==> config.mk <==
export PLATFORM = sky130hd
export DESIGN_NAME = push_on_off_reset_logic
export DESIGN_NICKNAME = d
export VERILOG_FILES = /design/src/power_seq_pkg.sv /design/src/push_on_off_reset_logic.sv /design/src/pin_sync.sv
export SDC_FILE = /design/constraint.sdc
export NUM_CORES = 1
export LEC_CHECK = 0
export BUFFER_PORTS_ARGS = -buffer_cell sky130_fd_sc_hd__clkbuf_2
export CAP_MARGIN = 20
export CORE_UTILIZATION = 55
export CTS_BUF_LIST = sky130_fd_sc_hd__clkbuf_2
export DETAILED_ROUTE_END_ITERATION = 7
export PLACE_DENSITY = 0.79
export REMOVE_ABC_BUFFERS = 1
export SLEW_MARGIN = 20
export SYNTH_ARGS = -nofsm -noshare
export SYNTH_HDL_FRONTEND = slang
export SYNTH_SLANG_ARGS = --single-unit
==> constraint.sdc <==
create_clock -name sys_clk_i -period 2.05 [get_ports sys_clk_i]
set_clock_uncertainty 0.05 [all_clocks]
set_input_delay 0.615 -clock sys_clk_i [delete_from_list [all_inputs] [get_ports sys_clk_i]]
set_output_delay 0.615 -clock sys_clk_i [all_outputs]
set_load 0.005 [all_outputs]
==> src/power_seq_pkg.sv <==
package power_seq_pkg;

  // Clock and time base
  localparam int unsigned CLK_HZ = 20000000;
  localparam int unsigned TICK_US = 1000;
  localparam int unsigned TICK_CYCLES = CLK_HZ / 1000000 * TICK_US;

  // Reset release timeout, minimum
  localparam int unsigned RESET_TIMEOUT_MS = 140;
  // Watchdog expiry after power-up
  localparam int unsigned WATCHDOG_MS = 35;

  // One extra tick covers the unknown phase of the free-running tick
  localparam int unsigned RESET_TICKS = (RESET_TIMEOUT_MS * 1000 + TICK_US - 1) / TICK_US + 1;
  localparam int unsigned WATCHDOG_TICKS = (WATCHDOG_MS * 1000 + TICK_US - 1) / TICK_US + 1;

  localparam int unsigned TICK_CNT_W = 16;
  localparam int unsigned TIMER_W = 8;
  localparam int unsigned SER_WIDTH = 8;
  localparam int unsigned AUX_REG_COUNT = 4;

  // Values after reset
  localparam logic [TICK_CNT_W-1:0] TICK_CNT_RST = 16'h0000;
  localparam logic [TIMER_W-1:0] TIMER_RST = 8'h00;
  localparam logic [SER_WIDTH-1:0] SER_RST = 8'h00;
  localparam int unsigned PIN_COUNT = 6;

  typedef enum logic [1:0] {
    PWR_OFF,
    PWR_ON
  } power_state_type;

  // Asynchronous pins, synchronised as one group
  typedef struct packed {
    logic button_n;
    logic shutdown_hold;
    logic main_reg_ok;
    logic ser_clk;
    logic ser_data;
    logic ser_select_n;
  } pin_in_type;

  localparam pin_in_type PIN_RST = '{button_n: 1'b1, shutdown_hold: 1'b0, main_reg_ok: 1'b0,
                                     ser_clk: 1'b0, ser_data: 1'b0, ser_select_n: 1'b1};

endpackage

==> src/push_on_off_reset_logic.sv <==
// Behaviour
// - Serial data sampled on serial clock rise
// - Low button powers up main regulator
// - Status output follows button after first reset release
// - Reset held at start-up and out-of-regulation
// - Reset released after at least 140ms
// - Shutdown: request low, button high, watchdog expired
`timescale 1ns/1ps
`default_nettype none

module push_on_off_reset_logic #(
  parameter int unsigned TICK_CYCLES = power_seq_pkg::TICK_CYCLES,
  parameter int unsigned RESET_TICKS = power_seq_pkg::RESET_TICKS,
  parameter int unsigned WATCHDOG_TICKS = power_seq_pkg::WATCHDOG_TICKS,
  parameter int unsigned SER_WIDTH = power_seq_pkg::SER_WIDTH
) (
  input wire logic sys_clk_i,
  input wire logic rst_n_i,
  input wire logic button_n_i,
  input wire logic shutdown_hold_i,
  input wire logic main_reg_ok_i,
  input wire logic ser_clk_i,
  input wire logic ser_data_i,
  input wire logic ser_select_n_i,
  input wire logic [power_seq_pkg::AUX_REG_COUNT-1:0] aux_reg_req_i,
  output logic main_regulator_en_o,
  output logic [power_seq_pkg::AUX_REG_COUNT-1:0] aux_reg_en_o,
  output logic system_reset_out_n_o,
  output logic button_state_output_o,
  output logic [SER_WIDTH-1:0] ser_word_o,
  output logic ser_bit_valid_o
);

  if (TICK_CYCLES < 1 || TICK_CYCLES > (1 << power_seq_pkg::TICK_CNT_W)) begin : g_tick_range
    $error("TICK_CYCLES out of range");
  end
  if (RESET_TICKS < 1 || RESET_TICKS >= (1 << power_seq_pkg::TIMER_W)) begin : g_reset_range
    $error("RESET_TICKS out of range");
  end
  if (WATCHDOG_TICKS < 1 || WATCHDOG_TICKS >= (1 << power_seq_pkg::TIMER_W)) begin : g_wd_range
    $error("WATCHDOG_TICKS out of range");
  end
  // Shift register needs at least two bits
  if (SER_WIDTH < 2) begin : g_ser_range
    $error("SER_WIDTH out of range");
  end

  localparam logic [power_seq_pkg::TICK_CNT_W-1:0] TICK_LAST = power_seq_pkg::TICK_CNT_W'(TICK_CYCLES - 1);
  localparam logic [power_seq_pkg::TIMER_W-1:0] RESET_LAST = power_seq_pkg::TIMER_W'(RESET_TICKS);
  localparam logic [power_seq_pkg::TIMER_W-1:0] WD_LAST = power_seq_pkg::TIMER_W'(WATCHDOG_TICKS);

  power_seq_pkg::pin_in_type pins_raw;
  power_seq_pkg::pin_in_type pins;

  assign pins_raw = '{button_n: button_n_i, shutdown_hold: shutdown_hold_i, main_reg_ok: main_reg_ok_i,
                      ser_clk: ser_clk_i, ser_data: ser_data_i, ser_select_n: ser_select_n_i};

  pin_sync #(
    .WIDTH(power_seq_pkg::PIN_COUNT),
    .RST_VAL(power_seq_pkg::PIN_RST)
  ) u_pin_sync (
    .sys_clk_i(sys_clk_i),
    .rst_n_i(rst_n_i),
    .async_i(pins_raw),
    .sync_o(pins)
  );

  // Time base: free-running 1 ms enable pulse
  logic [power_seq_pkg::TICK_CNT_W-1:0] tick_cnt_reg;
  logic [power_seq_pkg::TICK_CNT_W-1:0] tick_cnt_next;
  logic tick;

  always_comb begin
    tick = (tick_cnt_reg == TICK_LAST);
    tick_cnt_next = tick ? power_seq_pkg::TICK_CNT_RST : tick_cnt_reg + 1'b1;
  end

  always_ff @(posedge sys_clk_i or negedge rst_n_i) begin
    if (!rst_n_i) begin
      tick_cnt_reg <= power_seq_pkg::TICK_CNT_RST;
    end else begin
      tick_cnt_reg <= tick_cnt_next;
    end
  end

  // Power state, timers and outputs
  power_seq_pkg::power_state_type state_reg;
  power_seq_pkg::power_state_type state_next;
  logic [power_seq_pkg::TIMER_W-1:0] rst_timer_reg;
  logic [power_seq_pkg::TIMER_W-1:0] rst_timer_next;
  logic [power_seq_pkg::TIMER_W-1:0] wd_timer_reg;
  logic [power_seq_pkg::TIMER_W-1:0] wd_timer_next;
  logic wd_expired_reg;
  logic wd_expired_next;
  logic init_done_reg;
  logic init_done_next;
  logic reset_n_reg;
  logic reset_n_next;
  logic main_en_reg;
  logic main_en_next;
  logic [power_seq_pkg::AUX_REG_COUNT-1:0] aux_en_reg;
  logic [power_seq_pkg::AUX_REG_COUNT-1:0] aux_en_next;
  logic button_state_reg;
  logic button_state_next;
  logic reset_cause;

  always_comb begin
    state_next = state_reg;
    rst_timer_next = rst_timer_reg;
    wd_timer_next = wd_timer_reg;
    wd_expired_next = wd_expired_reg;
    init_done_next = init_done_reg;
    reset_n_next = reset_n_reg;
    reset_cause = 1'b1;
    unique case (state_reg)
      power_seq_pkg::PWR_OFF: begin
        rst_timer_next = power_seq_pkg::TIMER_RST;
        wd_timer_next = power_seq_pkg::TIMER_RST;
        wd_expired_next = 1'b0;
        init_done_next = 1'b0;
        reset_n_next = 1'b0;
        if (!pins.button_n) begin
          state_next = power_seq_pkg::PWR_ON;
        end
      end
      power_seq_pkg::PWR_ON: begin
        // Regulation is meaningless until the regulator has been enabled a cycle
        reset_cause = !pins.main_reg_ok;
        if (reset_cause) begin
          reset_n_next = 1'b0;
          rst_timer_next = power_seq_pkg::TIMER_RST;
        end else if (!reset_n_reg && tick) begin
          if (rst_timer_reg == RESET_LAST - 1'b1) begin
            reset_n_next = 1'b1;
            init_done_next = 1'b1;
          end
          rst_timer_next = rst_timer_reg + 1'b1;
        end
        if (!wd_expired_reg && tick) begin
          wd_timer_next = wd_timer_reg + 1'b1;
          if (wd_timer_reg == WD_LAST - 1'b1) begin
            wd_expired_next = 1'b1;
          end
        end
        // Host may hold the pin high to keep power
        if (wd_expired_reg && !pins.shutdown_hold && pins.button_n) begin
          state_next = power_seq_pkg::PWR_OFF;
          reset_n_next = 1'b0;
        end
      end
      default: begin
        state_next = power_seq_pkg::PWR_OFF;
      end
    endcase
    main_en_next = (state_next == power_seq_pkg::PWR_ON);
    aux_en_next = main_en_next ? aux_reg_req_i : '0;
    // Before first release the output reads idle high
    button_state_next = init_done_next ? pins.button_n : 1'b1;
  end

  always_ff @(posedge sys_clk_i or negedge rst_n_i) begin
    if (!rst_n_i) begin
      state_reg <= power_seq_pkg::PWR_OFF;
      rst_timer_reg <= power_seq_pkg::TIMER_RST;
      wd_timer_reg <= power_seq_pkg::TIMER_RST;
      wd_expired_reg <= 1'b0;
      init_done_reg <= 1'b0;
      reset_n_reg <= 1'b0;
      main_en_reg <= 1'b0;
      aux_en_reg <= '0;
      button_state_reg <= 1'b1;
    end else begin
      state_reg <= state_next;
      rst_timer_reg <= rst_timer_next;
      wd_timer_reg <= wd_timer_next;
      wd_expired_reg <= wd_expired_next;
      init_done_reg <= init_done_next;
      reset_n_reg <= reset_n_next;
      main_en_reg <= main_en_next;
      aux_en_reg <= aux_en_next;
      button_state_reg <= button_state_next;
    end
  end

  // Serial sampling on rising serial clock, select active low
  logic ser_clk_prev_reg;
  logic [SER_WIDTH-1:0] ser_shift_reg;
  logic [SER_WIDTH-1:0] ser_shift_next;
  logic ser_valid_reg;
  logic ser_valid_next;

  always_comb begin
    ser_shift_next = ser_shift_reg;
    ser_valid_next = 1'b0;
    // Port is dead while unpowered
    if (main_en_reg && !pins.ser_select_n && pins.ser_clk && !ser_clk_prev_reg) begin
      ser_shift_next = {ser_shift_reg[SER_WIDTH-2:0], pins.ser_data};
      ser_valid_next = 1'b1;
    end
  end

  always_ff @(posedge sys_clk_i or negedge rst_n_i) begin
    if (!rst_n_i) begin
      ser_clk_prev_reg <= 1'b0;
      ser_shift_reg <= power_seq_pkg::SER_RST;
      ser_valid_reg <= 1'b0;
    end else begin
      ser_clk_prev_reg <= pins.ser_clk;
      ser_shift_reg <= ser_shift_next;
      ser_valid_reg <= ser_valid_next;
    end
  end

  assign main_regulator_en_o = main_en_reg;
  assign aux_reg_en_o = aux_en_reg;
  assign system_reset_out_n_o = reset_n_reg;
  assign button_state_output_o = button_state_reg;
  assign ser_word_o = ser_shift_reg;
  assign ser_bit_valid_o = ser_valid_reg;

endmodule

`default_nettype wire

==> src/pin_sync.sv <==
`timescale 1ns/1ps
`default_nettype none

module pin_sync #(
  parameter int unsigned WIDTH = 1,
  parameter logic [WIDTH-1:0] RST_VAL = '0
) (
  input wire logic sys_clk_i,
  input wire logic rst_n_i,
  input wire logic [WIDTH-1:0] async_i,
  output logic [WIDTH-1:0] sync_o
);

  logic [WIDTH-1:0] stage1_reg;
  logic [WIDTH-1:0] stage2_reg;

  always_ff @(posedge sys_clk_i or negedge rst_n_i) begin
    if (!rst_n_i) begin
      stage1_reg <= RST_VAL;
      stage2_reg <= RST_VAL;
    end else begin
      stage1_reg <= async_i;
      stage2_reg <= stage1_reg;
    end
  end

  assign sync_o = stage2_reg;

endmodule

`default_nettype wire

======== After elaboration in Yosys (flattened, before gate mapping) ========
Index checks and enable logic that the tools add are counted.
storage, ports and cells
  register bits ........................... 65
  bits of input ports ..................... 12
  word-level logic and storage cells ...... 70
cells by class
  $add $sub $neg .......................... 3
  equality and inequality tests ........... 10
  muxes and demuxes ....................... 24
  reduce and logical (&&, ||, !) cells .... 18
operators with widths
  operator               number
  $pmux 8 s2             2
  $mux 8                 3
  $add 16x1->16 const B  1
  $add 8x1->8 const B    2
  $eq 16x15->1 const B   1
  $mux 16                1
  $mux 1                 11
  $eq 8x6->1 const B     1
  $eq 8x8->1 const B     1
  $ne 4x4->1 const B     2
  $logic_and 1x1->1      7
  $pmux 1 s2             3
  $reduce_and 3->1       2
  $logic_not 1->1        5
  $eq 2x1->1 const B     2
  $mux 2                 2
  $mux 4                 1
  $ne 2x2->1 const B     2
  $pmux 2 s2             1
  $reduce_and 2->1       2
  $ne 3x3->1 const B     1
  $logic_not 2->1        1
  $reduce_bool 2->1      1

======== Logic depth before layout (Yosys ltp) ========
Gate-level depths: netlist (run 1).
  depth after elaboration ................. 7
  depth in mapped cells ................... 7
  gate-level depth less buffers ........... 6

======== Hierarchy ========
A second synthesis (run 1) with hierarchy kept.
unflattened totals
  cells, all modules ...................... 253
  area total of the unflattened synthesis .. 2844.0 um2
by module, submodules not included
  module                   instances  cells an instance  area each (um2)  sequential area each (um2)
  push_on_off_reset_logic  1          241                2538.7           1327.5
  pin_sync                 1          12                 305.3            305.3

======== Worst setup path before layout (run 1) ========
No wires, ideal clock.
  path kind ............................... register to register
  from .................................... register tick_cnt_reg[12] in the netlist's numbering
  to ...................................... register rst_timer_reg[7] in the netlist's numbering
  arrival time ............................ 1793 ps
  setup slack ............................. 111 ps
  cell stages (with the launch flop) ...... 5
  path buffers ............................ 0
  path through ............................ dfrtp_1 > or4b_4 > nor4_4 > a31oi_1 > nor4_2
on the way
  word-level cells in the longest chain between the ends .. 4
ends and longest elaborated chain
  what                        line                            RTL
  from (decl)                 push_on_off_reset_logic.sv:69   logic [power_seq_pkg::TICK_CNT_W-1:0] tick_cnt_reg;
  from (signal assigned)      push_on_off_reset_logic.sv:80   tick_cnt_reg <= power_seq_pkg::TICK_CNT_RST;
  from (signal assigned)      push_on_off_reset_logic.sv:82   tick_cnt_reg <= tick_cnt_next;
  $eq 16x15->1                push_on_off_reset_logic.sv:74   tick = (tick_cnt_reg == TICK_LAST);
  $logic_and 1x1->1           push_on_off_reset_logic.sv:132  end else if (!reset_n_reg && tick) begin
  $ne 3x3->1 (no line)        -
  $reduce_and 2->1 (no line)  -
  to (signal assigned)        push_on_off_reset_logic.sv:164  rst_timer_reg <= power_seq_pkg::TIMER_RST;
  to (signal assigned)        push_on_off_reset_logic.sv:174  rst_timer_reg <= rst_timer_next;
  to (decl)                   push_on_off_reset_logic.sv:89   logic [power_seq_pkg::TIMER_W-1:0] rst_timer_reg;
Every way passes these cells.
A chain may end at the register's enable or synchronous reset.

======== Final worst setup path (run 1) ========
  from .................................... register tick_cnt_reg[12] in the netlist's numbering
  to ...................................... register tick_cnt_reg[11] in the netlist's numbering
on the way
  word-level cells in the longest chain between the ends .. 2
ends and longest elaborated chain
  what                         line                           RTL
  $eq 16x15->1                 push_on_off_reset_logic.sv:74
  $mux 16                      push_on_off_reset_logic.sv:75  tick_cnt_next = tick ? power_seq_pkg::TICK_CNT_RST : tick_cnt_reg + 1'b1;
  via tick_cnt_next (one bit)  push_on_off_reset_logic.sv:70  logic [power_seq_pkg::TICK_CNT_W-1:0] tick_cnt_next;
The timed path passes the listed nets, and every way through them passes these cells.

==> results.toml, run 1 <==
[status]
status = "finished, final reports clean"

[power_and_ir_drop]
total_leakage_power_nw = 1.49
power_dens_cells_nw_per_um2 = 739
vdd_drop_max_uv = 702

[clock_tree]
tritoncts = "yes"
cts_hold_buf = 0
cts_buffers = 9
cts.sink_count = 65
clock_latency_ns = 0.50
cts-root-to-sink-buffers = 2
path_clk_slew_ns = 0.17
cts_root_buf = "clkbuf_2"
cts_htree_levels = 3

[setup_path]
worstPathRequired_ns = 2.40
worstSetupStartpoint = "tick_cnt_reg[12]$_DFF_PN0_"
criticalPathCategory = "reg -> reg"
crit-reg2reg-launch = "tick_cnt_reg[12]$_DFF_PN0_"
worstPathMaxFanout = 5
crit_path_start_kind = "register"
end_kind = "register"
worst-endpoint-arrival_ns = 2.26

[timing]
min_period_ns = 1.91
final_hold_fails = 0
finalHoldWorstSlack_ns = 0.0419
timing.setup.tns_ns = 0
share_of_the_clock_period_used_by_the_worst_path_after_layout_pct = 93.3
worst_pin_slew_ns = 0.682
slew_viol_final = 0
max_clock_freq_mhz = 523
number_of_setup_violations_in_the_final_report = 0
slew_headroom_pct = 54.6
unrepaired_setup_endpoints_after_global_routing = "no"

[place]
place_hpwl_um = 3690
port_buffers = 27
place.gp.congestion = 0.823
place_area_sq_um = 3120

[die]
num_rows = 25
fp.coreArea_sq_um = 4820
floorplan.die_area_sq_um = 5370
floorplan.io_pins = 28
start_util_pct = 58.0
die_width_um = 73.3
die-height_um = 73.3

[hold_path]
holdCritPathClass = "in -> async"

[grt]
globalRoute.totalOverflow = 0
grt_antenna_before_repair = 0
grt_start_max_net_pins = 66
grt_first_pass_wirelength_um = 8960
number_of_global_route_vias_before_repair = 1974
grt_use_total_pct = 23.1

[finish]
num_antenna_cells = 0
layout.cell_area.non_filler_sq_um = 3310
share_of_final_layout_standard_cells_stronger_than_drive_strength_1_pct = 29.4
largest_register_ff_count = 16
finish.net_count = 307
syn2layout_area_growth_pct = 18.6

[synth]
netlist_top_cells_area = "dfrtp_1 54%, dfstp_2 4.7%, mux2_2 4.0%"
synthesis.yosys.warnings = 0
synth_edf_count = 0
biggest_area_consumer_among_synthesized_cells = "dfrtp_1"
share_of_async_settable_or_async_resettable_flops_after_synthesis_pct = 100
ys.flop_type = "dfrtp_1"
netlist_top_cells_count = "60 x dfrtp_1, 18 x a21oi_1, 13 x nand3_1, 13 x nand4_1"
synth.avg_cell_area_sq_um = 11.5
synth_sequential_area_ratio_pct = 58.5
cell_area_after_synthesis_sq_um = 2790
synth_top_area_share_pct = 53.8
netlist_instances = 242
most_frequent_cell_after_synthesis = "dfrtp_1"
netlist-cell-type-count = 43
yosys_register_bits = 65

[route]
vias_per_cell = 5.70
routed_len_inst_um = 14.7
dr_total_vias = 2069
antenna_left = 0
route.detailed.drc = 0
starting_drt_drc_count = 130
total_iterations_of_the_first_detailed_routing_run = 4
routed_wirelength_um = 5320

[flow_run]
maxCapViolCount = 0
-- what timing repair did --
| item | CTS | global route |
|---|---|---|
| setup endpoints to repair | 0 | 6 |
| resized for setup | 0 | 7 |
| setup buffers | 0 | 1 |
-- placed cells by master (no fill, tap or decap), types with 6 or more instances in the layout --
cell type,count
a21oi_1,18
buf_4,16
clkbuf_2,37
dfrtp_1,58
inv_1,10
mux2_2,10
nand2_1,12
nand3_1,13
nand4_1,13
nor2_1,12
o21ai_0,9
or4_1,6
xnor2_1,8
-- final timing paths --
path | end | slack, ns | cells past startpoint
setup / recovery | tick_cnt_reg[11]$_DFF_PN0_ | 0.14 | 4
hold / removal | u_pin_sync.sync_o[1]$_DFF_PN0_ | 0.04 | 2
setup reg to reg | tick_cnt_reg[11]$_DFF_PN0_ | 0.14 | 4
hold reg to reg | u_pin_sync.sync_o[1]$_DFF_PN0_ | 0.30 | 0
max in group asynchronous | u_pin_sync.sync_o[5]$_DFF_PN1_ | 1.59 | 2
min in group sys_clk_i | u_pin_sync.stage1_reg[0]$_DFF_PN1_ | 0.12 | 1
-- layout make-up --
cell class / count / area, sq um
fillers: 372 / 1510
repair buffers: 44 / 275
inverters: 10 / 37.5
clock inverters: 6 / 106
flip-flops and latches: 65 / 1640
clock buffers: 10 / 50.0
well taps: 67 / 83.8
multi-input cells: 161 / 1120
-- worst max-delay path: stages, from the launching register on --
cell	delay (ns)
dfrtp_2	0.48
or4b_4	0.57
nor4_1	0.38
o21ai_0	0.15
a21o_1	0.19
-- cell families (layout without fill, tap and decap cells) --
family / count (synthesis) / in the layout / share of synthesized area [%]
adders and majority gates: 4 / 4 / 1.79
xor gates and xnor gates: 12 / 12 / 3.76
buffers and inverters: 16 / 70 / 2.15
other: 1 / 1 / 0.134
muxes: 11 / 11 / 4.39
AOI/OAI and AO/OA: 39 / 39 / 8.20
DFF: 65 / 65 / 58.5
and+or+nand+nor: 94 / 94 / 21.1
-- where the power goes --
part	switching (W)	internal (W)	total (W)	leakage, nW
Combinational	0.0000640	0.0000584	0.000122	0.556
Clock	0.000439	0.000525	0.000964	0.0896
Sequential	0.0000294	0.00133	0.00136	0.840
-- per-layer routing --
metal  wire (um)  share of wire, %  GRT usage [%]
met1        2300                43           28.8
met2        2670                50           37.0
met3         279               5.2           8.64
met4          74               1.4           8.06
met5           0                 0              0
-- through the flow --
step           setup WS, ns  util [%]  total power [W]  cells
2_1_floorplan        0.0881         -          0.00142    236
3_3_place_gp          0.179      64.8          0.00150    346
3_5_place_dp         0.0997      64.8          0.00151    346
4_1_cts              0.0548      68.1          0.00248    362
5_1_grt             0.00732      68.8          0.00255    363
6_report              0.138      68.8          0.00245    363
(Power assumes the default switching activity.)
==> run 2, diff against run 1 <==
--- a/config.mk
+++ b/config.mk
@@ -10,6 +10,7 @@
 export CORE_UTILIZATION = 55
 export CTS_BUF_LIST = sky130_fd_sc_hd__clkbuf_2
 export DETAILED_ROUTE_END_ITERATION = 7
+export GPL_ROUTABILITY_DRIVEN = 0
 export PLACE_DENSITY = 0.79
 export REMOVE_ABC_BUFFERS = 1
 export SLEW_MARGIN = 20
==> constraint.sdc (replaced) <==
create_clock -name sys_clk_i -period 2.05 [get_ports sys_clk_i]
set_clock_uncertainty 0.05 [all_clocks]
set_input_delay 0 -clock sys_clk_i [delete_from_list [all_inputs] [get_ports sys_clk_i]]
set_output_delay 0 -clock sys_clk_i [all_outputs]
set_load 0.005 [all_outputs]
==> run 2 against run 1 <==
  * First-iteration DRC count is 10% lower
  * Sequential power hardly changed
  * Clock-buffer cell count unchanged
  * Maximum frequency is 0.77% lower
  * Setup slack got worse by 0.015 ns
  * Sequential share of layout area barely moved
  * Design area fell by 0.15%
==> results.toml, run 2 (synthesis gave the netlist of run 1 again) <==
[power_and_ir_drop]
power.switching_w = 0.000553
combPwrFrac_pct = 6.4
power_dens_cells_nw_per_um2 = 638
intPower_w = 0.00156
sequentialPowerShare_pct = 64.6
total_leakage_power_nw = 1.48
clock_power_share_pct = 29.0
vdd_drop_max_uv = 517
total_power_w = 0.00211
netSwitchingFraction_pct = 26.2

[timing]
slew_headroom_pct = 47.9
number_of_setup_violations_in_the_final_report = 0
finalHoldWorstSlack_ns = 0.0466
share_of_the_clock_period_used_by_the_worst_path_after_layout_pct = 94.0
min_period_ns = 1.93
slew_viol_final = 0
final_ws_setup_ns = 0.124
unrepaired_setup_endpoints_after_global_routing = "no"
worst_pin_slew_ns = 0.781
final_hold_fails = 0
max_clock_freq_mhz = 519

[die]
die_width_um = 73.3
floorplan.io_pins = 28
floorplan.die_area_sq_um = 5370
die-height_um = 73.3
start_util_pct = 58.0
fp.coreArea_sq_um = 4820
num_rows = 25

[place]
port_buffers = 27
place_hpwl_um = 3700
place_inst = 344
pre_cts_slack_ns = -0.00376

[finish]
share_of_final_layout_standard_cells_stronger_than_drive_strength_1_pct = 26.6
post_layout_nonfiller_instances = 372
final_core_util_pct = 68.6
syn2layout_area_growth_pct = 18.4
layout_common_cells = "60 x dfrtp_1, 37 x clkbuf_2, 18 x a21oi_1, 15 x buf_4"
number_of_fill_cells_in_the_layout = 391
largest_register_ff_count = 16
finish.net_count = 316
num_antenna_cells = 0
final_common_cell = "dfrtp_1"

[clock_tree]
cts_root_buf = "clkbuf_2"
cts_htree_levels = 3
clock_latency_ns = 0.51
cts-root-to-sink-buffers = 2
cts_buffers = 9
tritoncts = "yes"
cts.sink_count = 65
path_clk_slew_ns = 0.18

[route]
antenna_left = 0
starting_drt_drc_count = 117
dr_total_vias = 2120
vias_per_cell = 5.70
route.detailed.drc = 0
routed_wirelength_um = 5530
routed_len_inst_um = 14.9
total_iterations_of_the_first_detailed_routing_run = 4

[setup_path]
worst-endpoint-arrival_ns = 2.33
reg2reg_depth = 5
criticalPathCategory = "reg -> reg"
worstPathRequired_ns = 2.45
crit-reg2reg-launch = "tick_cnt_reg[12]$_DFF_PN0_"
r2r_end = "rst_timer_reg[6]$_DFFE_PN0P_"
worstSetupStartpoint = "tick_cnt_reg[12]$_DFF_PN0_"
r2r_setup_slack_ns = 0.12
crit_path_start_kind = "register"
end_kind = "register"
worstPathMaxFanout = 7

[grt]
number_of_global_route_vias_before_repair = 2118
globalRoute.totalOverflow = 0
grt_use_total_pct = 24.4
grt_first_pass_wirelength_um = 9600
grt_antenna_before_repair = 0
grt_start_max_net_pins = 66

[hold_path]
endpoint_of_the_worst_hold_path = "u_pin_sync.stage1_reg[0]$_DFF_PN1_"
hold_path_depth = 2
holdCritPathClass = "in -> reg"
hold_path.startpoint = "ser_select_n_i"

[flow_run]
maxCapViolCount = 0

[status]
status = "finished, final reports clean"
[run 2: cell count changes in the layout (fill, tap and decap cells not counted), sizes merged]
cell | previous run | this run
dlygate4sd3 | 0 | 11
clkinv | 2 | 5
buf | 17 | 15
bufinv | 3 | 0
[run 2: cell type report]
cell class | instances | area, sq um | share of cell area [%]
clock buffer | 10 | 50.0 | 1.51
clock inverter | 6 | 35.0 | 1.06
inverter | 10 | 37.5 | 1.14
multi-input combinational | 161 | 1110 | 33.6
sequential | 65 | 1630 | 49.4
tap | 67 | 83.8 | 2.53
timing repair buffer | 53 | 358 | 10.8
[run 2: worst max-delay path, stage by stage, from the launching register on]
cell     delay, ns
dfrtp_1       0.49
nor4b_4       0.35
nand4_1       0.13
buf_4         0.19
or4_1         0.50
a21oi_1       0.16
[run 2: per-stage QoR]
step           TNS [ns]  area (sq um)
2_1_floorplan         0          2770
3_3_place_gp          0          3090
3_5_place_dp   -0.00376          3090
4_1_cts               0          3300
5_1_grt               0          3310
6_report              0          3310
[run 2: power by group through the flow]
stage          sequential, W  combinational (W)  clock (W)
2_1_floorplan        0.00138          0.0000393          0
3_3_place_gp         0.00138           0.000119          0
3_5_place_dp         0.00139           0.000121          0
4_1_cts              0.00136           0.000138   0.000627
5_1_grt              0.00137           0.000153   0.000690
6_report             0.00136           0.000136   0.000611
[run 2: worst max path at each step]
stage                     slack, ns  cells past startpoint                           end
after floorplan                0.09                      5  rst_timer_reg[6]$_DFFE_PN0P_
after global placement         0.09                      5  rst_timer_reg[2]$_DFFE_PN0P_
after detailed placement     -0.004                      5  rst_timer_reg[2]$_DFFE_PN0P_
after CTS                      0.08                      5  rst_timer_reg[6]$_DFFE_PN0P_
after global routing           0.02                      7  rst_timer_reg[2]$_DFFE_PN0P_
final                          0.12                      5  rst_timer_reg[6]$_DFFE_PN0P_
[run 2: metal layers]
layer / global-route usage [%] / vias up / part of all wire [%]
li1: - / 1000 / -
met1: 30.1 / 1044 / 43
met2: 38.4 / 65 / 49
met3: 10.0 / 11 / 5.5
met4: 9.37 / 0 / 2.1
met5: 0 / - / 0
[run 2: repair_timing]
action | CTS | global route
endpoints found under the setup margin | 3 | 2
resized for setup | 0 | 2
hold buffers | 11 | 0
hold endpoints to repair | 70 | 0
pin swaps | 1 | 0
buffers inserted | 1 | 0
gates cloned | 0 | 0
